File: src/ssg_pkg.sv
// Overview of operation
// - Stereo input active: align shutter sync to frames
// - Drive eye sync pin for infrared transmitter
// - Eye select high for left, low right
// - Eye select changes 1 ms before vsync
// - Light mode: one pulse per frame once the period is trusted, none before
// - Tell illumination driver when to switch on
// - Shutters closed in light mode: light off except pulse
// - Offset alternates B and B+D, B over 500us
// - Long offset C equals B plus D
// - Pulse width A within 20 to 32us
// - Delta D within 128 to 163us
// - Pulse colour red, never blue
package ssg_pkg;

    // ------------------------------------------------------------------
    // Clock and timing figures
    // ------------------------------------------------------------------
    localparam int CLK_KHZ = 125000;
    localparam int LEAD_US = 1000;      // Eye change lead before vsync
    localparam int BASE_US = 520;       // Base offset B, above 500 us
    localparam int DELTA_NS = 132000;   // Delta D, nominal at 120 Hz
    localparam int WIDTH_NS = 26000;    // Pulse width A, nominal at 120 Hz
    localparam int LEAD_CYC = (LEAD_US * CLK_KHZ + 999) / 1000;
    localparam int BASE_CYC = (BASE_US * CLK_KHZ + 999) / 1000;
    localparam int DELTA_CYC = (DELTA_NS / 1000) * (CLK_KHZ / 1000);
    localparam int WIDTH_CYC = (WIDTH_NS / 1000) * (CLK_KHZ / 1000);

    // ------------------------------------------------------------------
    // Widths and reset values
    // ------------------------------------------------------------------
    localparam int CNT_W = 24;
    localparam int TMR_W = 16;
    localparam logic EYE_RST = 1'b0;
    localparam logic ILLUM_RST = 1'b1;

    // ------------------------------------------------------------------
    // Pulse colour code for the illumination driver
    // ------------------------------------------------------------------
    typedef enum logic [1:0] {
        SSG_COL_RED = 2'h0,
        SSG_COL_GREEN = 2'h1,
        SSG_COL_BLUE = 2'h2
    } ssg_color_t;
    localparam ssg_color_t PULSE_COLOR = SSG_COL_RED;

endpackage

File: src/ssg_tmr_if.sv
`timescale 1ns/1ps
`default_nettype none
// ----------------------------------------------------------------------
// Pulse timer control carrier
// ----------------------------------------------------------------------
interface ssg_tmr_if #(
    parameter int W = ssg_pkg::TMR_W
);
    logic load;
    logic [W-1:0] len;
    logic busy;
    modport ctl (output load, output len, input busy);
    modport tmr (input load, input len, output busy);
endinterface
`default_nettype wire

File: src/ssg_sync_gen.sv
`timescale 1ns/1ps
`default_nettype none
// ----------------------------------------------------------------------
// Stereo shutter sync generator
// ----------------------------------------------------------------------
module ssg_sync_gen #(
    parameter int CNT_W = ssg_pkg::CNT_W,
    parameter int LEAD_CYC = ssg_pkg::LEAD_CYC,
    parameter int BASE_CYC = ssg_pkg::BASE_CYC,
    parameter int DELTA_CYC = ssg_pkg::DELTA_CYC,
    parameter int WIDTH_CYC = ssg_pkg::WIDTH_CYC
)(
    input wire logic clk,
    input wire logic reset_n,
    input wire logic clk_en,
    input wire logic stereo_active,
    input wire logic light_mode,
    input wire logic ir_mode,
    input wire logic frame_start,
    input wire logic frame_left_next,
    output logic eye_select,
    output logic eye_sync_pin,
    output logic light_pulse,
    output logic illum_allow,
    output logic [1:0] pulse_color
);
    // ------------------------------------------------------------------
    // Cycle constants at counter width
    // ------------------------------------------------------------------
    localparam logic [CNT_W-1:0] LEAD_C = CNT_W'(LEAD_CYC);
    localparam logic [CNT_W-1:0] BASE_C = CNT_W'(BASE_CYC);
    localparam logic [CNT_W-1:0] LONG_C = CNT_W'(BASE_CYC + DELTA_CYC);
    localparam logic [CNT_W-1:0] CNT_MAX = '1;

    // True when cnt sits exactly back cycles before the predicted vsync
    function automatic logic at_point(input logic [CNT_W-1:0] cnt,
                                      input logic [CNT_W-1:0] period,
                                      input logic [CNT_W-1:0] back);
        at_point = (period > back) && (cnt == period - back);
    endfunction

    logic [CNT_W-1:0] cnt_reg;
    logic [CNT_W-1:0] cnt_next;
    logic [CNT_W-1:0] period_reg;
    logic [CNT_W-1:0] period_next;
    logic per_valid_reg;
    logic per_valid_next;
    logic long_sel_reg;
    logic long_sel_next;
    logic armed_reg;
    logic armed_next;
    logic pulsed_reg;
    logic pulsed_next;
    logic closed_reg;
    logic closed_next;
    logic eye_reg;
    logic eye_next;
    logic pin_reg;
    logic pin_next;
    logic illum_reg;
    logic illum_next;
    logic [1:0] color_reg;
    logic [1:0] color_next;
    logic [CNT_W-1:0] off_c;
    logic toggle_hit;
    logic pulse_hit;
    logic pulse_go;

    ssg_tmr_if #(.W(ssg_pkg::TMR_W)) tmr ();

    // ------------------------------------------------------------------
    // Frame timing reference
    // ------------------------------------------------------------------
    // Cycle count restarts at every vsync; the last full count predicts
    // when the next vsync lands, which is how we look ahead by 1 ms
    always_comb
    begin
        cnt_next = (cnt_reg == CNT_MAX) ? cnt_reg : cnt_reg + CNT_W'(1);
        period_next = period_reg;
        per_valid_next = per_valid_reg;
        long_sel_next = long_sel_reg;
        armed_next = armed_reg;
        // A period counted from reset or from a stereo gap is not a frame,
        // so it is trusted only between two frame starts seen in stereo
        if (frame_start)
        begin
            cnt_next = '0;
            period_next = cnt_reg + CNT_W'(1);
            per_valid_next = armed_reg && (cnt_reg != CNT_MAX);
            long_sel_next = !long_sel_reg;
            armed_next = 1'b1;
        end
        if (!stereo_active)
        begin
            per_valid_next = 1'b0;
            armed_next = 1'b0;
        end
    end

    always_ff @(posedge clk)
    begin
        if (!reset_n)
        begin
            cnt_reg <= '0;
            period_reg <= '0;
            per_valid_reg <= 1'b0;
            long_sel_reg <= 1'b0;
            armed_reg <= 1'b0;
        end
        else if (clk_en)
        begin
            cnt_reg <= cnt_next;
            period_reg <= period_next;
            per_valid_reg <= per_valid_next;
            long_sel_reg <= long_sel_next;
            armed_reg <= armed_next;
        end
    end

    // ------------------------------------------------------------------
    // Event points within the frame
    // ------------------------------------------------------------------
    // Offset alternates frame by frame; long offset is always B plus D
    assign off_c = long_sel_reg ? LONG_C : BASE_C;
    assign toggle_hit = per_valid_reg && at_point(cnt_reg, period_reg, LEAD_C);
    assign pulse_hit = per_valid_reg && at_point(cnt_reg, period_reg, off_c);
    assign pulse_go = pulse_hit && light_mode && !pulsed_reg;

    // ------------------------------------------------------------------
    // Eye select, pin, closed window, light gating
    // ------------------------------------------------------------------
    // Eye select follows the eye of the coming frame, changed at the lead
    // point; outside stereo it rests low so the glasses stay idle
    always_comb
    begin
        eye_next = eye_reg;
        closed_next = closed_reg;
        pulsed_next = pulsed_reg;
        if (toggle_hit)
        begin
            eye_next = frame_left_next;
            closed_next = 1'b1;
        end
        if (frame_start)
        begin
            closed_next = 1'b0;
            pulsed_next = 1'b0;
        end
        else if (pulse_go)
        begin
            pulsed_next = 1'b1;
        end
        if (!stereo_active)
        begin
            eye_next = ssg_pkg::EYE_RST;
            closed_next = 1'b0;
        end
        pin_next = ir_mode && eye_next;
        // Both shutters are closed in the lead window; in light mode, light only for pulse
        illum_next = !(stereo_active && light_mode) || !closed_next
                     || pulse_go || tmr.busy;
        color_next = ssg_pkg::PULSE_COLOR;
    end

    always_ff @(posedge clk)
    begin
        if (!reset_n)
        begin
            eye_reg <= ssg_pkg::EYE_RST;
            closed_reg <= 1'b0;
            pulsed_reg <= 1'b0;
            pin_reg <= 1'b0;
            illum_reg <= ssg_pkg::ILLUM_RST;
            color_reg <= ssg_pkg::PULSE_COLOR;
        end
        else if (clk_en)
        begin
            eye_reg <= eye_next;
            closed_reg <= closed_next;
            pulsed_reg <= pulsed_next;
            pin_reg <= pin_next;
            illum_reg <= illum_next;
            color_reg <= color_next;
        end
    end

    // ------------------------------------------------------------------
    // Light pulse timer
    // ------------------------------------------------------------------
    // Width limited to the timer width; A of 20 to 32 us fits easily
    assign tmr.load = pulse_go;
    assign tmr.len = ssg_pkg::TMR_W'(WIDTH_CYC);

    ssg_pulse_timer #(.W(ssg_pkg::TMR_W)) u_tmr (
        .clk(clk),
        .reset_n(reset_n),
        .clk_en(clk_en),
        .t(tmr.tmr)
    );

    assign eye_select = eye_reg;
    assign eye_sync_pin = pin_reg;
    assign light_pulse = tmr.busy;
    assign illum_allow = illum_reg;
    assign pulse_color = color_reg;

    // ------------------------------------------------------------------
    // Checks
    // ------------------------------------------------------------------
    logic [ssg_pkg::TMR_W-1:0] pw_cnt;
    logic [1:0] pulses_in_frame;

    // Helper counters: pulse width in enabled cycles and pulses per frame
    always_ff @(posedge clk)
    begin
        if (!reset_n)
        begin
            pw_cnt <= '0;
            pulses_in_frame <= '0;
        end
        else if (clk_en)
        begin
            pw_cnt <= light_pulse ? pw_cnt + ssg_pkg::TMR_W'(1) : '0;
            if (frame_start)
            begin
                pulses_in_frame <= '0;
            end
            else if (pulse_go && pulses_in_frame != 2'h3)
            begin
                pulses_in_frame <= pulses_in_frame + 2'h1;
            end
        end
    end
endmodule
`default_nettype wire

File: src/ssg_pulse_timer.sv
`timescale 1ns/1ps
`default_nettype none
// ----------------------------------------------------------------------
// One-shot pulse timer: busy stays high for exactly len enabled cycles
// ----------------------------------------------------------------------
module ssg_pulse_timer #(
    parameter int W = ssg_pkg::TMR_W
)(
    input wire logic clk,
    input wire logic reset_n,
    input wire logic clk_en,
    ssg_tmr_if.tmr t
);
    logic [W-1:0] cnt_reg;
    logic [W-1:0] cnt_next;
    logic busy_reg;
    logic busy_next;

    // Load wins over a running count so a retrigger restarts cleanly
    always_comb
    begin
        cnt_next = cnt_reg;
        if (t.load)
        begin
            cnt_next = t.len;
        end
        else if (cnt_reg != '0)
        begin
            cnt_next = cnt_reg - W'(1);
        end
        busy_next = (cnt_next != '0);
    end

    // Registered busy keeps the light command glitch free
    always_ff @(posedge clk)
    begin
        if (!reset_n)
        begin
            cnt_reg <= '0;
            busy_reg <= 1'b0;
        end
        else if (clk_en)
        begin
            cnt_reg <= cnt_next;
            busy_reg <= busy_next;
        end
    end

    assign t.busy = busy_reg;

endmodule
`default_nettype wire

File: config.mk
export PLATFORM = sky130hd
export DESIGN_NAME = ssg_sync_gen
export DESIGN_NICKNAME = d
export VERILOG_FILES = /design/src/ssg_pkg.sv /design/src/ssg_tmr_if.sv /design/src/ssg_sync_gen.sv /design/src/ssg_pulse_timer.sv
export SDC_FILE = /design/constraint.sdc
export NUM_CORES = 1
export LEC_CHECK = 0
export BUFFER_PORTS_ARGS = -buffer_cell sky130_fd_sc_hd__buf_2
export CAP_MARGIN = 30
export CELL_PAD_IN_SITES_DETAIL_PLACEMENT = 0
export CELL_PAD_IN_SITES_GLOBAL_PLACEMENT = 1
export CORE_ASPECT_RATIO = 0.7
export CORE_MARGIN = 4
export CORE_UTILIZATION = 46
export CTS_CLUSTER_SIZE = 8
export DETAILED_ROUTE_END_ITERATION = 10
export GPL_TIMING_DRIVEN = 0
export PLACE_DENSITY_LB_ADDON = 0.1
export SLEW_MARGIN = 10
export SYNTH_ARGS = -nofsm -noshare
export SYNTH_HDL_FRONTEND = slang
export SYNTH_HIERARCHICAL = 1
export SYNTH_SLANG_ARGS = --single-unit
File: constraint.sdc
create_clock -name clk -period 7.6 [get_ports clk]
set_input_delay 1.52 -clock clk [delete_from_list [all_inputs] [get_ports clk]]
set_output_delay 1.52 -clock clk [all_outputs]
set_load 0.02 [all_outputs]
# Word level (Yosys, flattened, before mapping)
# Cells that the tools add are included.
dict set report totals {
  inputBits 8
  reg_bits 73
}
dict set report classes {
  n_lt_le_gt_ge 2
  n_reduce_logical 23
  n_addsub 4
  n_mux 16
  n_eq_ne 6
}
# op n
set ops {}
lappend ops {{$eq 24x24->1} 2}
lappend ops {{$mux 24} 2}
lappend ops {{$mux 16} 2}
lappend ops {{$reduce_bool 16->1} 2}
lappend ops {{$add 24x1->24 const B} 1}
lappend ops {{$eq 24x24->1 const B} 1}
lappend ops {{$gt 24x17->1} 1}
lappend ops {{$gt 24x17->1 const B} 1}
lappend ops {{$ne 24x24->1 const B} 1}
lappend ops {{$sub 24x17->24} 1}
lappend ops {{$sub 24x17->24 const B} 1}
lappend ops {{$mux 17} 1}
lappend ops {{$sub 16x1->16 const B} 1}
lappend ops {{$mux 1} 11}
lappend ops {{$logic_and 1x1->1} 9}
lappend ops {{$reduce_and 2->1} 4}
lappend ops {{$logic_not 1->1} 4}
lappend ops {{$logic_or 1x1->1} 3}
lappend ops {{$ne 2x1->1 const B} 1}
lappend ops {{$ne 2x2->1 const B} 1}
lappend ops {{$reduce_bool 2->1} 1}

# Logic depth before layout (Yosys ltp)
dict set report logic_depth {
  ltp_word 11
  ltp_mapped 21
  ltp_nobuf 19
}

# By module
# Netlist, hierarchy kept.
# module n_inst cells_each area_each_um2 seq_area_each_um2
set by_module_without_submodules {}
lappend by_module_without_submodules {ssg_sync_gen 1 664 4931.0 1121.1}
lappend by_module_without_submodules {ssg_pulse_timer 1 182 1426.4 340.3}

# Worst setup path after synthesis
# No wires, ideal clock.
dict set report synth_path {
  path_kind {input to register}
  start {in light_mode}
  end {reg u_tmr.busy_reg, in the netlist u_tmr/t.busy}
  setup_ns 0.125
  path_stages 14
  path_slack_ns 2.794
  t_arrival_ns 4.680
  t_required_ns 7.475
  path_cell_list {nand3_1 nor4_1 nand4_1 or4_1 nor4_1 nand3_1 nor4b_2 clkbuf_1 inv_1 clkbuf_4 o311ai_2 nand3_1 or4_1 o41a_1}
}
dict set report synth_between {
  elab_chain_cells 4
}
# element line_no
set synth_rtl {}
lappend synth_rtl {{start, declared} ssg_sync_gen.sv:17} ;# input wire logic light_mode,
lappend synth_rtl {{$logic_and 1x1->1 (2 in series)} ssg_sync_gen.sv:127} ;# assign pulse_go = pulse_hit && light_mode && !pulsed_reg;
lappend synth_rtl {{net pulse_go} ssg_sync_gen.sv:67} ;# logic pulse_go;
lappend synth_rtl {{$mux 16} ssg_pulse_timer.sv:23} ;# if (t.load)
lappend synth_rtl {{$reduce_bool 16->1} ssg_pulse_timer.sv:31} ;# busy_next = (cnt_next != '0);
lappend synth_rtl {{end signal, assigned} ssg_pulse_timer.sv:45} ;# busy_reg <= busy_next;
lappend synth_rtl {{end, declared} ssg_pulse_timer.sv:16} ;# logic busy_reg;
# The timed path passes the listed nets, and every way through them passes these cells.
# A chain may end at the register's enable or synchronous reset.

# Worst setup path in the final report
dict set report layout_path {
  start {reg long_sel_reg}
  end {reg u_tmr.busy_reg, in the netlist u_tmr/t.busy}
}
dict set report layout_between {
  elab_chain_cells 9
  word_cells_on_any_way 10
}
# element line_no
set layout_rtl {}
lappend layout_rtl {{start, declared} ssg_sync_gen.sv:48} ;# logic long_sel_reg;
lappend layout_rtl {{start signal, assigned} ssg_sync_gen.sv:115} ;# long_sel_reg <= long_sel_next;
lappend layout_rtl {{$mux 17 *} ssg_sync_gen.sv:124} ;# assign off_c = long_sel_reg ? LONG_C : BASE_C;
lappend layout_rtl {{net off_c[14]} ssg_sync_gen.sv:64} ;# logic [CNT_W-1:0] off_c;
lappend layout_rtl {{$sub 24x17->24} ssg_sync_gen.sv:39} ;# at_point = (period > back) && (cnt == period - back);
lappend layout_rtl {{$eq 24x24->1} ssg_sync_gen.sv:39}
lappend layout_rtl {{$logic_and 1x1->1 *} ssg_sync_gen.sv:39}
lappend layout_rtl {{$logic_and 1x1->1 *} ssg_sync_gen.sv:126} ;# assign pulse_hit = per_valid_reg && at_point(cnt_reg, period_reg, off_c);
lappend layout_rtl {{$logic_and 1x1->1 * (2 in series)} ssg_sync_gen.sv:127}
lappend layout_rtl {{net pulse_go} ssg_sync_gen.sv:67}
lappend layout_rtl {{$mux 16 *} ssg_pulse_timer.sv:23}
lappend layout_rtl {{$reduce_bool 16->1 *} ssg_pulse_timer.sv:31}
# The timed path passes the listed nets; every way through them passes the cells marked *.

==> impl_metrics.env <==
export IMPL_whs_ns=0.475
export IMPL_crit_chain="inv_1, ha_1, buf_2, and2_1, a211oi_1, a311oi_1, nor4bb_1, a31oi_1, nor4_1, nand3_1, nor4b_2, clkbuf_1, nand2b_1, o21ai_0, a31oi_1, o21ai_0, a2111oi_0, nand4bb_1, o41a_1"
export IMPL_antenna_found_initial=0
export IMPL_clock_latency_ns=0.34
export IMPL_yosysUniqueCellTypes=92
export IMPL_hold_viol=0
export IMPL_seq_area_frac_synth_pct=23.0
export IMPL_net_switching_power_uw=765
export IMPL_routed_via_density=6.05
export IMPL_share_comb_of_total_power_pct=48.0
export IMPL_synth_edf_count=0
export IMPL_ys_warn_count=6
export IMPL_gp_congestion=0.897
export IMPL_finalSetupTns_ns=0
export IMPL_intPower_uw=994
export IMPL_core_um2=13400
export IMPL_post_route_period_util_pct=76.8
export IMPL_total_leakage_power_uw=0.00261
export IMPL_use_met2_pct=36.5
export IMPL_netSwitchingFraction_pct=43.5
export IMPL_rsz0062_at_grt="false"
export IMPL_dieArea_um2=15800
export IMPL_grt_pass1_vias=5927
export IMPL_yosys_most_used_dff="dfxtp_1"
export IMPL_ir_worst_vdd_mv=0.162
export IMPL_route_detailed_drc=0
export IMPL_critPathSlowestCell="a2111oi_0"
export IMPL_core_rowCount=35
export IMPL_synth_area_top_cells="dfxtp_1 23%, o21ai_0 6.7%, xnor2_1 6.1%"
export IMPL_nNetsFinal=911
export IMPL_setup_worst_path_class="register to register"
export IMPL_status="finished, final reports clean"
export IMPL_slew_headroom_pct=35.6
export IMPL_grt_max_degree=16
export IMPL_post_cts_resized=0
export IMPL_synth_most_common_cell="o21ai_0"
export IMPL_synth_area_leader_cell="dfxtp_1"
export IMPL_wire_per_inst_um=19.3
export IMPL_finalMaxSlewViolations=0
export IMPL_cts_made_buffers=9
export IMPL_tightestPinTransition_ns=0.942
export IMPL_cts_sinks=73
export IMPL_crit_start="long_sel_reg$_SDFFE_PN0P_"
export IMPL_synth_commonest_cells="85 x o21ai_0, 73 x dfxtp_1, 73 x nand2_1"
export IMPL_num_vias=6532
export IMPL_syn_area_per_cell_um2=7.51
export IMPL_ant_nets=0
export IMPL_crit_arrival_ns=6.06
export IMPL_clock_fmax_mhz=171
export IMPL_routed_wl_mm=20.8
export IMPL_ios=14
export IMPL_first_pass_iters=5
export IMPL_io_buffers=11
export IMPL_p_seq_share_pct=28.1
export IMPL_met1_usage_pct=42.7
export IMPL_hpwl_mm=16.3
export IMPL_htreeDepth=3
export IMPL_pwr_share_clk_pct=23.9
export IMPL_track_usage_pct=26.6
export IMPL_synth_area_um2=6360
export IMPL_antenna_cells=0
export IMPL_cts_tree="done"
export IMPL_cts_hold_buf=0
export IMPL_rr_startpoint="long_sel_reg$_SDFFE_PN0P_"
export IMPL_grt_overflow_total=0
export IMPL_start_util_pct=47.6
export IMPL_cp_max_fo=10
export IMPL_cp_start_kind="register"
export IMPL_synthCells=846
export IMPL_cts_post_setup_buffers_inserted=0
export IMPL_dr_first_iter_drc_count=635
export IMPL_async_reset_ff_share_pct=0
export IMPL_use_met3_pct=5.16
export IMPL_synth_top_cell_area_share_pct=23.0
export IMPL_endpoint_kind="register"
export IMPL_hold_class="register to register"
export IMPL_area_growth_synth_to_final_pct=10.2
export IMPL_die_h_um=106
export IMPL_fin_skew_ns=0.0121
export IMPL_synth_seq_cells=73
export IMPL_hp_start="armed_reg$_SDFFE_PN0P_"
export IMPL_power_density_nw_per_um2=251
export IMPL_crit_path_max_incr_delay_ns=0.76
export IMPL_clk_path_buf_depth=2
export IMPL_grt_pass1_wl_mm=33.3
export IMPL_die_width_um=149
export IMPL_busiest_layer="met1"
export IMPL_setup_viol=0
export IMPL_maxCapViolCount=0
export IMPL_worstPathRequired_ns=7.82
export IMPL_drive_gt1_share_pct=9.96
export IMPL_final_min_clock_period_ns=5.84
export IMPL_path_clk_slew_ns=0.07
export IMPL_root_buffer="clkbuf_16"
[cell type report]
cell class	instances	area, um^2
sequential	73	1460
clock buffer	9	225
multi-input combinational	691	4490
tap	185	231
inverter	23	86.3
buffer	80	400
clock inverter	7	60.1
timing repair buffer	11	55.1
fill	1300	6350
[kinds of logic after synthesis]
| group | count (synthesis) | synth area share (%) |
|---|---|---|
| xor gates and xnor gates | 73 | 10.3 |
| AOI/OAI and AO/OA | 228 | 24.0 |
| buffers and inverters | 103 | 7.66 |
| DFF | 73 | 23.0 |
| adders and majority gates | 14 | 2.76 |
| other | 2 | 0.118 |
| muxes | 16 | 2.56 |
| and+or+nand+nor | 337 | 29.6 |
[layout by cell type, fill, tap and decap left out, types with 19 or more instances in the layout]
cell type / netlist / routed
conb_1: 2 / 23
and3_1: 19 / 19
clkbuf_1: 40 / 40
dfxtp_1: 73 / 73
xor2_1: 28 / 28
buf_2: 23 / 34
nand2_1: 73 / 73
inv_1: 23 / 23
xnor2_1: 44 / 44
o21ai_0: 85 / 85
nor2_1: 52 / 52
nor2b_1: 22 / 22
nand3_1: 44 / 44
[worst max-delay path: cells and delay by family, from the launching register on]
kind,cells,cell delay [ns]
flops,1,0.62
compound gates,8,2.21
simple gates,7,1.78
fa+ha+maj,1,0.32
buf+inv,3,0.77
[through the flow]
step / utilization (%) / area, um^2 / std cells / power (uW) / setup WS, ns
after floorplan: - / 6440 / 867 / 1110 / 2.79
after global placement: 50.3 / 6720 / 1063 / 1310 / 1.77
after detailed placement: 50.3 / 6720 / 1063 / 1310 / 1.86
after CTS: 52.5 / 7010 / 1079 / 1730 / 1.95
after global routing: 52.5 / 7010 / 1079 / 1870 / 1.33
final: 52.5 / 7010 / 1079 / 1760 / 1.76
[power groups by stage]
stage | logic (uW) | registers [uW] | clock network, uW
global placement | 809 | 497 | 0
finish | 844 | 493 | 421
CTS | 819 | 490 | 425
global route | 928 | 500 | 443
floorplan | 631 | 479 | 0
detailed placement | 813 | 498 | 0
[per-layer routing]
layer	wire length (um)	up-vias
li1	-	3169
met1	10900	3066
met2	8090	267
met3	1690	30
met4	171	0
met5	0	-
[path summary, 6_finish.rpt]
check,end,slack [ns],depth (start not counted)
min reg2reg,armed_reg$_SDFFE_PN0P_,0.47,2
max reg2reg,u_tmr/t.busy$_SDFFE_PN0P_,1.76,19
max,u_tmr/t.busy$_SDFFE_PN0P_,1.76,19
min,armed_reg$_SDFFE_PN0P_,0.47,2
No activity file was read; power rests on OpenSTA's default activity.
